[config.mk]
export PLATFORM = sky130hd
export DESIGN_NAME = port_devctl_regs
export DESIGN_NICKNAME = d
export VERILOG_FILES = /design/src/port_devctl_pkg.sv /design/src/payload_cap_latch.sv /design/src/port_devctl_regs.sv
export SDC_FILE = /design/constraint.sdc
export NUM_CORES = 1
export LEC_CHECK = 0
export BUFFER_PORTS_ARGS = -buffer_cell sky130_fd_sc_hd__buf_2
export CAP_MARGIN = 20
export CORE_ASPECT_RATIO = 1.1
export CORE_MARGIN = 8
export CORE_UTILIZATION = 35
export DETAILED_ROUTE_END_ITERATION = 7
export HOLD_SLACK_MARGIN = 0.03
export PLACE_DENSITY = 0.76
export SYNTH_ARGS = -nofsm -noshare
export SYNTH_HDL_FRONTEND = slang
export SYNTH_HIERARCHICAL = 1
export SYNTH_SLANG_ARGS = --single-unit
[constraint.sdc]
create_clock -name clk -period 1.7 [get_ports clk]
set_clock_uncertainty 0.1 [all_clocks]
set_input_delay 0.34 -clock clk [delete_from_list [all_inputs] [get_ports clk]]
set_output_delay 0.34 -clock clk [all_outputs]
set_load 0.005 [all_outputs]
[src/port_devctl_pkg.sv]
// constants for the per-port device control register bank
package port_devctl_pkg;

    // bus geometry
    localparam int ADDR_W = 12;
    localparam int DATA_W = 32;
    localparam int REG_W = 16;
    localparam int SEL_W = 4;

    // register byte addresses
    localparam logic [11:0] PORT_DEVICE_CONTROL_OFFSET = 12'hC8;
    localparam logic [11:0] PAYLOAD_CAP_STATUS_OFFSET = 12'h000;

    // field positions in port_device_control
    localparam int CORR_ERR_EN_BIT = 0;
    localparam int NONFATAL_ERR_EN_BIT = 1;
    localparam int FATAL_ERR_EN_BIT = 2;
    localparam int UNSUP_REQ_EN_BIT = 3;
    localparam int RELAXED_ORDER_BIT = 4;
    localparam int MAX_PAYLOAD_LSB = 5;
    localparam int MAX_PAYLOAD_MSB = 7;
    localparam int EXT_TAG_EN_BIT = 8;
    localparam int PHANTOM_EN_BIT = 9;
    localparam int AUX_POWER_EN_BIT = 10;
    localparam int NO_SNOOP_BIT = 11;
    localparam int MAX_READ_REQ_LSB = 12;
    localparam int MAX_READ_REQ_MSB = 14;
    localparam int RESERVED_PRESERVE_BIT = 15;

    // field positions in payload_cap_status
    localparam int CAP_CODE_LSB = 0;
    localparam int CAP_CODE_MSB = 2;
    localparam int CAP_VALID_BIT = 3;

    // reset values and hardwired codes
    localparam logic ERR_EN_RESET = 1'b0;
    localparam logic AUX_POWER_EN_RESET = 1'b0;
    localparam logic [2:0] MAX_PAYLOAD_RESET = 3'h0;
    localparam logic [2:0] MAX_READ_REQ_CODE = 3'h0;
    localparam logic HARDWIRED_ZERO = 1'b0;
    localparam logic [2:0] CAP_CODE_STRAP_LOW = 3'h1;
    localparam logic [2:0] CAP_CODE_STRAP_HIGH = 3'h2;
    localparam logic [31:0] READ_ZERO = 32'h0000_0000;

endpackage

[src/payload_cap_latch.sv]
// captures the supported payload size capability from the strap after reset
`timescale 1ns/1ps

module payload_cap_latch
    import port_devctl_pkg::*;
(
    input wire logic clk,
    input wire logic rst_n,
    input wire logic large_payload_strap,
    output logic [2:0] cap_code,
    output logic cap_valid
);

    // strap is sampled at the first edge after release, never by the reset itself
    always_ff @(posedge clk or negedge rst_n)
    begin
        if (!rst_n)
        begin
            cap_code <= CAP_CODE_STRAP_LOW;
            cap_valid <= 1'b0;
        end
        else if (!cap_valid)
        begin
            cap_code <= large_payload_strap ? CAP_CODE_STRAP_HIGH : CAP_CODE_STRAP_LOW;
            cap_valid <= 1'b1;
        end
    end

endmodule

[src/port_devctl_regs.sv]
// device control register of one switch port, classic wishbone slave
//
// What this block does
// - bit 0 enables correctable error reporting, read-write, resets to zero.
// - bit 1 enables non-fatal error reporting, read-write, resets to zero.
// - bit 2 enables fatal error reporting, read-write, resets to zero.
// - bit 3 enables unsupported request reporting, read-write, resets to zero.
// - bit 4, relaxed ordering permission, is read-only and reads zero.
// - bits 7:5 hold a writable payload size setting, resetting to zero.
// - a payload code above the supported capability is stored as the capability.
// - bits 8 and 9 ignore writes and read zero.
// - bit 10 is a sticky read-write aux power enable, resetting to zero.
// - bit 11, no snoop permission, is read-only and reads zero.
// - bits 14:12, read request size, are hardwired to zero.
// - capability resets to 001b, then latches 001b with strap low, 010b with strap high after release.
`timescale 1ns/1ps

module port_devctl_regs
    import port_devctl_pkg::*;
(
    input wire logic clk,
    input wire logic rst_n,
    input wire logic por_n,
    input wire logic hot_reset,
    input wire logic large_payload_strap,
    input wire logic wb_cyc_i,
    input wire logic wb_stb_i,
    input wire logic wb_we_i,
    input wire logic [ADDR_W-1:0] wb_adr_i,
    input wire logic [SEL_W-1:0] wb_sel_i,
    input wire logic [DATA_W-1:0] wb_dat_i,
    output logic [DATA_W-1:0] wb_dat_o,
    output logic wb_ack_o,
    output logic corr_err_report_en,
    output logic nonfatal_err_report_en,
    output logic fatal_err_report_en,
    output logic unsup_req_report_en,
    output logic [2:0] max_payload_size,
    output logic aux_power_pm_en,
    output logic [2:0] payload_cap
);

    typedef enum logic [1:0]
    {
        HIT_NONE,
        HIT_CONTROL,
        HIT_CAP_STATUS
    } reg_hit_t;

    typedef enum logic
    {
        BUS_IDLE,
        BUS_ANSWER
    } bus_state_t;

    logic [2:0] cap_code;
    logic cap_valid;
    logic bus_req;
    logic commit;
    logic wr_commit;
    reg_hit_t hit;
    logic ctl_wr_lo;
    logic ctl_wr_hi;
    logic [2:0] next_max_payload;
    logic [REG_W-1:0] control_view;
    logic [DATA_W-1:0] next_rdata;
    bus_state_t bus_state;
    bus_state_t next_bus_state;

    // address decode shared by the write path and the read mux
    function automatic reg_hit_t decode_addr(input logic [ADDR_W-1:0] adr);
        reg_hit_t h;
        h = HIT_NONE;
        if (adr[ADDR_W-1:2] == PORT_DEVICE_CONTROL_OFFSET[ADDR_W-1:2])
        begin
            h = HIT_CONTROL;
        end
        else if (adr[ADDR_W-1:2] == PAYLOAD_CAP_STATUS_OFFSET[ADDR_W-1:2])
        begin
            h = HIT_CAP_STATUS;
        end
        return h;
    endfunction

    // limit a written payload code to what the port can carry
    function automatic logic [2:0] clamp_payload(
        input logic [2:0] written,
        input logic [2:0] cap
    );
        logic [2:0] c;
        c = written;
        if (written > cap)
        begin
            c = cap;
        end
        return c;
    endfunction

    // a byte lane of the control register opens only on the committing edge,
    // so both lanes share one decode and cannot drift apart
    function automatic logic lane_write(
        input logic commit_wr,
        input reg_hit_t reg_sel,
        input logic lane_sel
    );
        return commit_wr && (reg_sel == HIT_CONTROL) && lane_sel;
    endfunction

    payload_cap_latch u_cap
    (
        .clk(clk),
        .rst_n(rst_n),
        .large_payload_strap(large_payload_strap),
        .cap_code(cap_code),
        .cap_valid(cap_valid)
    );

    // bus handshake
    // a request is answered one cycle after it appears; the write lands on the
    // edge where the master sees ack, so a held request writes again on each ack
    assign bus_req = wb_cyc_i && wb_stb_i;
    assign commit = bus_req && wb_ack_o;
    assign wr_commit = commit && wb_we_i;
    assign hit = decode_addr(wb_adr_i);
    assign ctl_wr_lo = lane_write(wr_commit, hit, wb_sel_i[0]);
    assign ctl_wr_hi = lane_write(wr_commit, hit, wb_sel_i[1]);

    // one answer, then a forced idle cycle; a master that holds its request
    // past ack is therefore answered again after that idle cycle
    always_comb
    begin
        next_bus_state = BUS_IDLE;
        case (bus_state)
            BUS_IDLE:
            begin
                if (bus_req)
                begin
                    next_bus_state = BUS_ANSWER;
                end
            end
            BUS_ANSWER:
            begin
                next_bus_state = BUS_IDLE;
            end
            default:
            begin
                next_bus_state = BUS_IDLE;
            end
        endcase
    end

    always_ff @(posedge clk or negedge rst_n)
    begin
        if (!rst_n)
        begin
            bus_state <= BUS_IDLE;
        end
        else
        begin
            bus_state <= next_bus_state;
        end
    end

    always_ff @(posedge clk or negedge rst_n)
    begin
        if (!rst_n)
        begin
            wb_ack_o <= 1'b0;
        end
        else
        begin
            // unmapped addresses are acked too: reads give zero, writes drop
            wb_ack_o <= (next_bus_state == BUS_ANSWER);
        end
    end

    // error reporting enables
    // hot reset clears these like the configuration reset does
    always_ff @(posedge clk or negedge rst_n)
    begin
        if (!rst_n)
        begin
            corr_err_report_en <= ERR_EN_RESET;
        end
        else if (hot_reset)
        begin
            corr_err_report_en <= ERR_EN_RESET;
        end
        else if (ctl_wr_lo)
        begin
            corr_err_report_en <= wb_dat_i[CORR_ERR_EN_BIT];
        end
    end

    always_ff @(posedge clk or negedge rst_n)
    begin
        if (!rst_n)
        begin
            nonfatal_err_report_en <= ERR_EN_RESET;
        end
        else if (hot_reset)
        begin
            nonfatal_err_report_en <= ERR_EN_RESET;
        end
        else if (ctl_wr_lo)
        begin
            nonfatal_err_report_en <= wb_dat_i[NONFATAL_ERR_EN_BIT];
        end
    end

    always_ff @(posedge clk or negedge rst_n)
    begin
        if (!rst_n)
        begin
            fatal_err_report_en <= ERR_EN_RESET;
        end
        else if (hot_reset)
        begin
            fatal_err_report_en <= ERR_EN_RESET;
        end
        else if (ctl_wr_lo)
        begin
            fatal_err_report_en <= wb_dat_i[FATAL_ERR_EN_BIT];
        end
    end

    always_ff @(posedge clk or negedge rst_n)
    begin
        if (!rst_n)
        begin
            unsup_req_report_en <= ERR_EN_RESET;
        end
        else if (hot_reset)
        begin
            unsup_req_report_en <= ERR_EN_RESET;
        end
        else if (ctl_wr_lo)
        begin
            unsup_req_report_en <= wb_dat_i[UNSUP_REQ_EN_BIT];
        end
    end

    // payload size setting
    always_comb
    begin
        next_max_payload = clamp_payload(wb_dat_i[MAX_PAYLOAD_MSB:MAX_PAYLOAD_LSB],
            cap_code);
    end

    always_ff @(posedge clk or negedge rst_n)
    begin
        if (!rst_n)
        begin
            max_payload_size <= MAX_PAYLOAD_RESET;
        end
        else if (hot_reset)
        begin
            max_payload_size <= MAX_PAYLOAD_RESET;
        end
        else if (ctl_wr_lo)
        begin
            max_payload_size <= next_max_payload;
        end
    end

    // sticky aux power enable
    // only the power-on reset reaches it, so it rides out configuration
    // and hot resets; while rst_n is low writes cannot reach it anyway
    always_ff @(posedge clk or negedge por_n)
    begin
        if (!por_n)
        begin
            aux_power_pm_en <= AUX_POWER_EN_RESET;
        end
        else if (ctl_wr_hi)
        begin
            aux_power_pm_en <= wb_dat_i[AUX_POWER_EN_BIT];
        end
    end

    // capability mirror
    always_ff @(posedge clk or negedge rst_n)
    begin
        if (!rst_n)
        begin
            payload_cap <= CAP_CODE_STRAP_LOW;
        end
        else
        begin
            payload_cap <= cap_code;
        end
    end

    // register view
    // the fixed-zero fields are wired here and never stored, so no write can
    // set them
    always_comb
    begin
        control_view = '0;
        control_view[CORR_ERR_EN_BIT] = corr_err_report_en;
        control_view[NONFATAL_ERR_EN_BIT] = nonfatal_err_report_en;
        control_view[FATAL_ERR_EN_BIT] = fatal_err_report_en;
        control_view[UNSUP_REQ_EN_BIT] = unsup_req_report_en;
        control_view[RELAXED_ORDER_BIT] = HARDWIRED_ZERO;
        control_view[MAX_PAYLOAD_MSB:MAX_PAYLOAD_LSB] = max_payload_size;
        control_view[EXT_TAG_EN_BIT] = HARDWIRED_ZERO;
        control_view[PHANTOM_EN_BIT] = HARDWIRED_ZERO;
        control_view[AUX_POWER_EN_BIT] = aux_power_pm_en;
        control_view[NO_SNOOP_BIT] = HARDWIRED_ZERO;
        control_view[MAX_READ_REQ_MSB:MAX_READ_REQ_LSB] = MAX_READ_REQ_CODE;
        control_view[RESERVED_PRESERVE_BIT] = HARDWIRED_ZERO;
    end

    always_comb
    begin
        next_rdata = READ_ZERO;
        case (hit)
            HIT_CONTROL:
            begin
                // status half of the dword is not kept here and reads zero
                next_rdata[REG_W-1:0] = control_view;
            end
            HIT_CAP_STATUS:
            begin
                next_rdata[CAP_CODE_MSB:CAP_CODE_LSB] = cap_code;
                next_rdata[CAP_VALID_BIT] = cap_valid;
            end
            default:
            begin
                next_rdata = READ_ZERO;
            end
        endcase
    end

    // read data is loaded with a read's ack and held through writes until the next read answer
    always_ff @(posedge clk or negedge rst_n)
    begin
        if (!rst_n)
        begin
            wb_dat_o <= READ_ZERO;
        end
        else if (bus_req && !wb_ack_o && !wb_we_i)
        begin
            wb_dat_o <= next_rdata;
        end
    end

endmodule

==> summary.txt, run 1 <==
Outcome
  – Status: finished clean

Floorplan
  – Die Ht: 78.0 um
  – Die area: approximately 0.0056 sq mm
  – Num ports: 100
  – Core Area: 0.00333 sq mm
  – Rows: 22
  – Die W: 72.3 um
  – Initial core utilization: 36.7%

Global route
  – Initial antenna violation count: 0
  – Number of global-route vias before repair: 1,005
  – First-pass GRT wire length: approximately 4700 um
  – GRT Overall Usage: 10.9%
  – Pin count of the biggest net entering global routing: 23
  – Grt ovf: 0

Power
  – Int Power: 731 uW
  – Leak pwr: between 0.8 and 0.9 nW
  – Switching part of the total power: a little over a quarter
  – Gate power share: between 10% and 20%
  – Clock power share: 25.8%
  – Seq pwr share: 57.3%
  – Design Power: 992 uW
  – P_sw: 261 uW
  – Max IR drop VDD: 0.000354 V
  – Pwr dens: 639 mW/mm^2

Clock tree
  – Clock Path Buffers: 2
  – Latest clock arrival within the worst-skew pair: 310 ps
  – TritonCTS clock tree: yes
  – CTS clk-pin slew, worst paths: ~130 ps
  – Setup bufs post-CTS: 0
  – Htree depth: 1
  – Clk sinks: 23
  – Clock root cell: clkbuf_4
  – TritonCTS buffer count: 3

Placed design
  – Gpl congestion: 0.689
  – Input/output buffers: 47
  – Dpl hpwl: 2480 um
  – Dpl ws: -93.8 ps

Synth
  – Most used flip-flop cell after synthesis: dfrtp_1
  – Mapped Area: 0.00122 sq mm
  – Seq/Total Area, Yosys: 47.3%
  – Cells after Synth: 110
  – Ys async rst share: 100%
  – Post-synth EDFFs: 0
  – Mean Syn Cell Area: 11.1 sq um
  – Ys Warns: 6
  – Netlist cell types: 29
  – Yosys reg bits: 23

Critical path
  – Worst path cell trace: inv_2 -> ha_4 -> nor2b_1 -> o21a_1 -> o21ai_4 -> mux2i_1 -> o2bb2ai_1
  – Crit path launch type: flop
  – Cell family with most CP delay: compound AO/OA/AOI/OAI gates
  – Critical Path AT: 1810 ps
  – WP buf/inv: 1
  – Worst path slowest cell: dfrtp_1
  – Type of element capturing the critical path: flop
  – Max FO, Critical Path: 3
  – WS Path Type: reg -> reg
  – Worst path max stage delay: 410 ps
  – CP required: approximately 1800 ps

Routing
  – Drt wl/cell: 13.3 um
  – Via Count: 936
  – Iter 0 DRT Violations: 14
  – Drt pass-1 iters: 4
  – DRC viols: 0
  – WL final: 2900 um
  – Post-DR vias/cell: 4.29
  – Number of antenna-violating nets in the routed design: 0

Timing
  – RSZ-0062 raised after global routing: yes
  – Tmin final: 1690 ps
  – Setup TNS: 0 ps
  – Final Max Slew Viols: 0
  – Final hold violations: 0
  – Tcrit/Tclk final: between 90% and 100%
  – Final setup vio count: 0
  – Final worst slack: ~8.4 ps
  – Fmax: 591 MHz

Cells and area
  – Most frequent cells in the layout: buf_2 (47), conb_1 (26), dfrtp_1 (21)
  – Fill cells: around 330
  – Share of cells above drive strength 1: between 40 and 50%
  – Commonest non-fill, non-tap cell in the layout: buf_2
  – Antenna Cells: 0
  – Final net count: 230
  – Layout overhead on the synthesized area: 27.3%

Min path
  – Min-Delay Path Class: in -> reg

Flow run
  – Max_cap viols: 0
## final timing paths
path / startpoint / end / slack (ps) / cells past startpoint
max: u_cap/cap_code[1] / max_payload_size[1] / 8 / 7
min: large_payload_strap / u_cap/cap_code[0] / 80 / 2
max reg2reg: u_cap/cap_code[1] / max_payload_size[1] / 8 / 7
min reg2reg: wb_ack_o / wb_ack_o / 370 / 1
max in group asynchronous: rst_n / u_cap/cap_code[0] / 740 / 2
min in group asynchronous: por_n / aux_power_pm_en / 210 / 2
## power by group through the flow
stage	Combinational (mW)	Clock, mW	Sequential (mW)
floorplan	0.108	0	0.583
global placement	0.145	0	0.579
detailed placement	0.150	0	0.579
CTS	0.154	0.270	0.569
global route	0.188	0.293	0.572
finish	0.167	0.256	0.569
## worst register-to-register path, delay by kind of cell (launching register included)
| kind | cells | cell delay (ps) |
|---|---|---|
| AOI/OAI and AO/OA | 3 | 490 |
| DFF | 1 | 410 |
| muxes | 1 | 220 |
| adders and majority gates | 1 | 190 |
| and+or+nand+nor | 1 | 120 |
| buffers and inverters | 1 | 70 |
## registers in the layout (all words and copies together), names as in the netlist
| signal | count |
|---|---|
| u_cap/cap_code | 2 |
| payload_cap | 3 |
| aux_power_pm_en | 1 |
| fatal_err_report_en | 1 |
| wb_dat_o | 8 |
| corr_err_report_en | 1 |
| max_payload_size | 3 |
| wb_ack_o | 1 |
| nonfatal_err_report_en | 1 |
| u_cap/cap_valid | 1 |
| unsup_req_report_en | 1 |
## kinds of logic (layout without fill, tap and decap cells)
kind of cell               count (synthesis)  in the layout  synth area share (%)
and+or+nand+nor                           28             28                  14.8
other                                      3             26                 0.922
muxes                                      5              5                  4.61
DFF                                       23             23                  47.3
buffers and inverters                     30             67                  17.5
adders and majority gates                  3              3                  3.07
AOI/OAI and AO/OA                         18             18                  11.8
## metrics by stage
stage / cell area, sq um / hold WS, ps / utilization, % / cells
after floorplan: 1310 / -55.6 / - / 133
after global placement: 1480 / 15.7 / 44.5 / 212
after detailed placement: 1480 / 25.9 / 44.5 / 212
after CTS: 1530 / 66.3 / 45.9 / 218
after global routing: 1550 / 51.6 / 46.7 / 218
final: 1550 / 81.0 / 46.7 / 218
## synthesized netlist by cell type (2+ instances only)
| cell | instances | area, sq um |
|---|---|---|
| buf_4 | 25 | 188 |
| nor4_2 | 3 | 37.5 |
| dfrtp_1 | 21 | 526 |
| ha_1 | 3 | 37.5 |
| inv_1 | 4 | 15.0 |
| nand2_1 | 10 | 37.5 |
| o2bb2ai_1 | 3 | 26.3 |
| nor3_2 | 2 | 20.0 |
| nand4_1 | 2 | 12.5 |
| mux2i_1 | 3 | 30.0 |
| conb_1 | 3 | 11.3 |
| a22o_1 | 8 | 70.1 |
| a22oi_1 | 4 | 30.0 |
| or3_1 | 2 | 12.5 |
| dfstp_2 | 2 | 52.6 |
| nand3_1 | 2 | 10.0 |
## per-layer routing
layer	GRT usage (%)	vias up	wire (um)
li1	-	455	-
met1	11.5	442	1100
met2	18.8	35	1540
met3	2.96	4	189
met4	6.13	0	73
met5	0	-	0
## repair_timing
action / 4_1_cts / 5_1_grt
endpoints found under the setup margin: 1 / 3
pin swaps: 0 / 4
hold buffers: 2 / 0
hold endpoints to repair: 21 / 0
gates resized for setup: 0 / 4
## layout make-up
type                            instances  area, sq um  share of cell area (%)
Sequential cell                        23          578                    37.2
Timing Repair Buffer                   59          334                    21.5
Clock buffer                            3         22.5                    1.45
Multi-Input combinational cell         80          539                    34.7
Clock inverter                          1         5.00                   0.322
Inverter                                4         15.0                   0.966
Tap cell                               48         60.1                    3.86
(Power assumes the default switching activity.)
==> inputs of run 2 (changes only) <==
SETUP_SLACK_MARGIN = 0.5   (was not set)
==> run 2 against run 1 <==
Design area is 14% higher; first-iteration DRC count is 36% lower; via count is 8.2% higher; wire length is 10% higher; register-to-register slack better by 40 ps; sequential cell count stayed put; worst hold slack hardly changed; sequential share of layout area is 4.5 points lower; setup slack better by 37 ps; die area stayed put; clock power is 4% higher; critical path type unchanged; largest power group unchanged.
==> summary.txt, run 2 (same netlist as run 1, synthesis figures left out) <==
Outcome
  – Status: finished clean

Cells and area
  – Antenna Cells: 0 (unchanged)
  – Max reg flops: 8 (unchanged)
  – Commonest non-fill, non-tap cell in the layout: buf_2
  – Final Core Density: 53.2% (+6.5 points)
  – Layout overhead on the synthesized area: 45.0%
  – Final net count: 250 (+8.7%)
  – Most frequent cells in the layout: buf_2 (46), conb_1 (26), buf_4 (26)
  – Finished Layout Cells: 238 (+9.2%)
  – Fill cells: 316 (-4.0%)
  – Regs by FF count: wb_dat_o (8), max_payload_size (3), payload_cap (3)
  – Share of cells above drive strength 1: 53.2% (+9.0 points)
  – Largest Register: wb_dat_o
  – Final instance area: 0.00177 sq mm (+14%)

Routing
  – Uppermost layer routed: met4
  – Drt pass-1 iters: 4 (unchanged)
  – Drt wl/cell: 13.4 um (+0.98%)
  – Post-DR vias/cell: 4.26 (-0.87%)
  – WL met1: 1240 um (+12%)
  – Met3 routed WL: 134 um (-29%)
  – Via Count: 1,013 (+8.2%)
  – WL final: 3200 um (+10%)
  – Number of antenna-violating nets in the routed design: 0 (unchanged)
  – Met2 WL post-DR: 1790 um (+17%)
  – DRC viols: 0 (unchanged)
  – Iter 0 DRT Violations: 9 (-5)

Floorplan
  – Die W: 72.3 um (unchanged)
  – Num ports: 100 (unchanged)
  – Die area: 0.00564 sq mm (unchanged)
  – Core Area: 0.00333 sq mm (unchanged)
  – Initial core utilization: 36.7% (unchanged)
  – Die Ht: 78.0 um (unchanged)
  – Rows: 22 (unchanged)

Clock tree
  – Latest clock arrival within the worst-skew pair: 320 ps (about the same)
  – TritonCTS clock tree: yes
  – Clk sinks: 23 (unchanged)
  – Clock root cell: clkbuf_4
  – Htree depth: 1 (unchanged)
  – TritonCTS buffer count: 3 (unchanged)
  – Clock Path Buffers: 2 (unchanged)
  – CTS clk-pin slew, worst paths: 140 ps (about the same)

Min path
  – Hold Startpoint: large_payload_strap
  – Min-Delay Path Class: in -> reg

Timing
  – RSZ-0062 raised after global routing: yes
  – Final setup vio count: 0 (unchanged)
  – Tcrit/Tclk final: 97.3% (-2.2 points)
  – Actual slew at the worst max-slew pin: 501 ps
  – Final hold slack: 81.4 ps (+0.330 ps)
  – Final worst slack: 45.3 ps (+36.9 ps)
  – Final Max Slew Viols: 0 (unchanged)
  – Setup TNS: 0 ps (unchanged)
  – Fmax: 604 MHz (+2.2%)
  – Final hold violations: 0 (unchanged)
  – Tmin final: 1650 ps (-36.9 ps)
  – Rel. slew slack: 66.6%

Power
  – Leak pwr: 0.998 nW (+17%)
  – Pwr dens: 578 mW/mm^2 (-9.5%)
  – Max IR drop VDD: 0.000279 V (-21%)
  – Design Power: 1.02 mW (+3.1%)

Critical path
  – Worst R2R Setup Slack: 50 ps (+40 ps)
  – Type of element capturing the critical path: flop
  – Critical path startpoint: u_cap/cap_code[1]
  – Max FO, Critical Path: 3 (unchanged)
  – Worst Setup EP: max_payload_size[1]
  – Critical Path AT: 1780 ps (-30 ps)
  – RR Endpoint: max_payload_size[1]
  – CP required: 1830 ps (about the same)
  – R2R depth: 7 (unchanged)
  – Crit path launch type: flop
  – R2r startpoint: u_cap/cap_code[1]
  – WS Path Type: reg -> reg

Placed design
  – Dpl ws: -58.5 ps (+35.3 ps)
  – Cell count after placement: 210 (-0.94%)
  – Area after DPL: 0.00149 sq mm (+0.17%)
  – Input/output buffers: 47 (unchanged)
  – Dpl hpwl: 2360 um (-4.8%)
  – Gpl congestion: 0.734 (+6.5%)

Global route
  – Grt ovf: 0 (unchanged)
  – Initial antenna violation count: 0 (unchanged)
  – Number of global-route vias before repair: 1,073 (+6.8%)
  – First-pass GRT wire length: 5240 um (+11%)
  – Pin count of the biggest net entering global routing: 23 (unchanged)
  – GRT Overall Usage: 11.7% (+0.88 points)

Flow run
  – Max_cap viols: 0 (unchanged)
run 2: cell types whose count changed in the layout (fill, tap and decap cells not counted), moves of 2 or more:
cell     delta
a22oi_1     -4
nor4_2      -2
a22oi_2     +4
nor4_4      +2
buf_6       +4
buf_4      +17
run 2: layer usage:
metal / track usage (%) / vias up
met2: 21.0 / 30
met4: 4.91 / 0
met1: 13.1 / 482
li1: - / 499
met5: 0 / -
met3: 2.31 / 2
run 2: cell type report:
type	count	area [sq um]	share of cell area [%]
flip-flops and latches	23	578	32.7
repair buffers	79	502	28.3
inverters	4	15.0	0.848
multi-input cells	80	588	33.2
well taps	48	60.1	3.39
clock inverters	1	5.00	0.283
clock buffers	3	22.5	1.27
run 2: critical path: stages (launching register included):
cell and delay (ps):
dfrtp_1 420, inv_2 70, ha_4 190, nor2b_4 110, o21a_1 170, o21ai_2 210
mux2i_1 220, o2bb2ai_1 80
run 2: worst min-delay path by stage:
| stage | endpoint | slack (ps) | depth (start not counted) |
|---|---|---|---|
| 2_1_floorplan | aux_power_pm_en | -60 | 0 |
| 3_3_place_gp | aux_power_pm_en | 20 | 1 |
| 3_5_place_dp | aux_power_pm_en | 20 | 1 |
| 4_1_cts | u_cap/cap_code[0] | 70 | 2 |
| 5_1_grt | u_cap/cap_code[0] | 70 | 2 |
| 6_report | u_cap/cap_code[0] | 80 | 2 |
run 2: timing repair:
action,in CTS,in global routing
gates resized for setup,9,5
endpoints found under the hold margin,21,0
setup endpoints to repair,36,36
hold buffers,2,0
buffers inserted,17,5
pin swaps,17,14
run 2: report_power, final:
group          internal [mW]  leakage [nW]  switching (mW)  total (mW)
Sequential             0.563         0.304         0.00745       0.570
Clock                 0.0881        0.0177           0.179       0.267
Combinational         0.0935         0.676          0.0924       0.186
Total                  0.745         0.998           0.278        1.02
==> inputs of run 3 (changes only) <==
CORE_UTILIZATION = 34   (was 35)
SYNTH_HIERARCHICAL = not set   (was 1)
==> run 3 against run 2 <==
Clock-buffer cell count did not move; synthesized area fell by 4.4%; design area rose by 0.92%; synthesized cell count rose by 0.91%; die area fell by 1.3%; setup slack improved by 130 ps; register-to-register slack improved by 150 ps; critical path depth fell by 1; first-iteration DRC count rose by 120%; via count rose by 0.99%; clock power rose by 48%.
==> summary.txt, run 3 <==
Outcome
  – Status: finished clean

Global route
  – Number of global-route vias before repair: 1,045 (-2.6%)
  – First-pass GRT wire length: 4950 um (-5.5%)
  – GRT Overall Usage: 11.0% (-0.78 points)
  – Pin count of the biggest net entering global routing: 22 (-4.3%)
  – Grt ovf: 0 (unchanged)
  – Initial antenna violation count: 0 (unchanged)

Timing
  – Final Max Slew Viols: 0 (unchanged)
  – Tmin final: 1530 ps (-129 ps)
  – Setup TNS: 0 ps (unchanged)
  – Final worst slack: 174 ps (+129 ps)
  – Tcrit/Tclk final: 89.8% (-7.6 points)
  – Final hold violations: 0 (unchanged)
  – RSZ-0062 raised after global routing: yes
  – Final hold slack: 71.5 ps (-9.82 ps)
  – Final setup vio count: 0 (unchanged)
  – Fmax: 655 MHz (+8.4%)

Critical path
  – WS Path Type: in -> reg
  – R2R depth: 5 (-2)
  – Worst path most repeated cell: buf_6
  – Worst path cell trace: buf_6 -> or4_4 -> buf_6 -> nor4_4 -> buf_6 -> a22o_1
  – Worst path max stage delay: 580 ps (+160 ps)
  – Type of element capturing the critical path: flop
  – WP buf/inv: 3 (+2)
  – Crit path launch type: input port
  – RR Endpoint: wb_dat_o[10]
  – Cell family with most CP delay: simple AND/OR/NAND/NOR gates
  – CP required: 1860 ps (+30 ps)
  – Max FO, Critical Path: 8 (+5)
  – Worst R2R Setup Slack: 200 ps (+150 ps)
  – Critical path depth: 6 (-1)
  – Worst path slowest cell: or4_4
  – R2r startpoint: wb_ack_o
  – Critical Path AT: 1680 ps (-100 ps)

Synth
  – Ys async rst share: 100% (unchanged)
  – Ys Warns: 0 (-6)
  – Post-synth EDFFs: 0 (unchanged)
  – Most numerous cell in the Yosys netlist: buf_4
  – Seq/Total Area, Yosys: 47.4% (about the same)
  – Dominant cells by area after synthesis: dfrtp_1 (43%), buf_4 (16%), mux2i_1 (5.1%)
  – Mapped Area: 0.00117 sq mm (-4.4%)
  – Synth area leader: dfrtp_1
  – Mean Syn Cell Area: 10.5 sq um (-5.3%)
  – Most used flip-flop cell after synthesis: dfrtp_1
  – Netlist cell types: 28 (-3.4%)
  – Synth top area share: 42.9% (-0.16 points)
  – Cells after Synth: 111 (+0.91%)
  – Commonest cells post-synth: buf_4 (25), dfrtp_1 (20), nand2_1 (8)
  – Yosys reg bits: 22 (-4.3%)

Power
  – Clock power share: 35.0% (+8.9 points)
  – Int Power: 872 uW (+17%)
  – Pwr dens: 633 mW/mm^2 (+9.5%)
  – P_sw: 258 uW (-7.4%)
  – Max IR drop VDD: 0.000340 V (+22%)
  – Leak pwr: 1.03 nW (+2.9%)
  – Gate power share: 16.7% (-1.5 points)
  – Seq pwr share: 48.3% (-7.5 points)
  – Switching part of the total power: 22.8% (-4.4 points)

Clock tree
  – TritonCTS clock tree: yes
  – Htree depth: 1 (unchanged)
  – TritonCTS buffer count: 3 (unchanged)
  – Clk sinks: 22 (-4.3%)
  – Clock root cell: clkbuf_4
  – CTS clk-pin slew, worst paths: 120 ps (-20 ps)
  – Latest clock arrival within the worst-skew pair: 310 ps (about the same)
  – Clock Path Buffers: 2 (unchanged)

Placed design
  – Dpl hpwl: 2330 um (-1.5%)
  – Gpl congestion: 0.785 (+6.9%)
  – Input/output buffers: 46 (-2.1%)
  – Dpl ws: -237 ps (-178 ps)

Routing
  – Drt pass-1 iters: 4 (unchanged)
  – Post-DR vias/cell: 4.51 (+5.9%)
  – Number of antenna-violating nets in the routed design: 0 (unchanged)
  – Iter 0 DRT Violations: 20 (+11)
  – DRC viols: 0 (unchanged)
  – Drt wl/cell: 14.3 um (+6.6%)
  – WL final: 3250 um (+1.7%)
  – Via Count: 1,023 (+0.99%)

Floorplan
  – Die Ht: 77.5 um (-0.64%)
  – Rows: 22 (unchanged)
  – Num ports: 100 (unchanged)
  – Die W: 71.9 um (-0.62%)
  – Core Area: 0.00330 sq mm (-0.83%)
  – Die area: 0.00557 sq mm (-1.3%)
  – Initial core utilization: 35.3% (-1.3 points)

Cells and area
  – Max reg flops: 8 (unchanged)
  – Layout overhead on the synthesized area: 53.1%
  – Commonest non-fill, non-tap cell in the layout: buf_2
  – Fill cells: 293 (-7.3%)
  – Area occupied by multi-input gates: 614 sq um (+4.5%)
  – Share of cells above drive strength 1: 52.4% (-0.80 points)
  – Seq. cell area: 553 sq um (-4.3%)
  – Largest Register: wb_dat_o
  – Final net count: 250 (unchanged)
  – Regs by FF count: wb_dat_o (8), max_payload_size (3)
  – Antenna Cells: 0 (unchanged)
  – Most frequent cells in the layout: buf_2 (44), conb_1 (26), buf_4 (26)

Min path
  – Hold Startpoint: large_payload_strap
  – Hold EP: u_cap.cap_code[0]
  – Min-Delay Path Class: in -> reg
  – Worst hold stages: 2 (unchanged)

Flow run
  – Max_cap viols: 0 (unchanged)
[run 3: kinds of logic after synthesis]
logic type	count (synthesis)	share of synthesized area [%]
AND/OR/NAND/NOR	36	17.9
flip-flops	22	47.4
multiplexers	8	7.07
other	2	0.643
buffers and inverters	31	18.0
AO/OA/AOI/OAI	10	6.86
adder cells (fa/ha/maj)	2	2.14
[run 3: metal layers]
layer  vias to the layer above  GRT usage [%]  routed length (um)
met5                         -              0                   0
li1                        494              -                   -
met2                        48           18.5                1640
met1                       477           11.3                1180
met3                         4           4.50                 364
met4                         0           5.93                  72
[run 3: how the worst max path moves through the flow]
stage                           to  slack [ps]              start
2_1_floorplan   corr_err_report_en         -80       wb_adr_i[10]
4_1_cts            aux_power_pm_en         170           wb_ack_o
5_1_grt        max_payload_size[0]         140  u_cap.cap_code[1]
6_report              wb_dat_o[10]         170        wb_adr_i[4]
3_3_place_gp       aux_power_pm_en        -220       wb_adr_i[10]
3_5_place_dp       aux_power_pm_en        -240       wb_adr_i[10]
[run 3: repair_timing]
action,4_1_cts,5_1_grt
gates resized for setup,14,9
hold endpoints to repair,20,0
pin swaps,11,4
hold buffers,2,0
buffers inserted,15,6
endpoints found under the setup margin,35,35
[run 3: layout make-up]
class / instances / area share, %
timing repair buffer: 78 / 28.2
clock buffer: 3 / 1.26
clock inverter: 1 / 1.68
multi-input combinational: 82 / 34.4
inverter: 5 / 1.05
tap: 36 / 2.52
sequential: 22 / 31.0
[run 3: through the flow]
step           cell area [sq um]  std cells  util, %  total power, mW
2_1_floorplan               1260        135        -            0.650
3_3_place_gp                1410        200     42.8            0.684
3_5_place_dp                1410        200     42.8            0.687
4_1_cts                     1690        221     51.1             1.11
5_1_grt                     1790        227     54.1             1.19
6_report                    1790        227     54.1             1.13
[run 3: worst register-to-register path, stage by stage, from the launching register on]
cell       delay, ps
dfrtp_1          410
buf_6            130
nand4bb_4        200
nor4_4           300
buf_6            170
a22o_1           130
[run 3: power groups by stage]
stage          clock network (mW)  logic [mW]  registers, mW
2_1_floorplan                   0      0.0923          0.558
3_3_place_gp                    0       0.129          0.555
3_5_place_dp                    0       0.131          0.555
4_1_cts                     0.403       0.158          0.545
5_1_grt                     0.430       0.208          0.548
6_report                    0.396       0.188          0.546
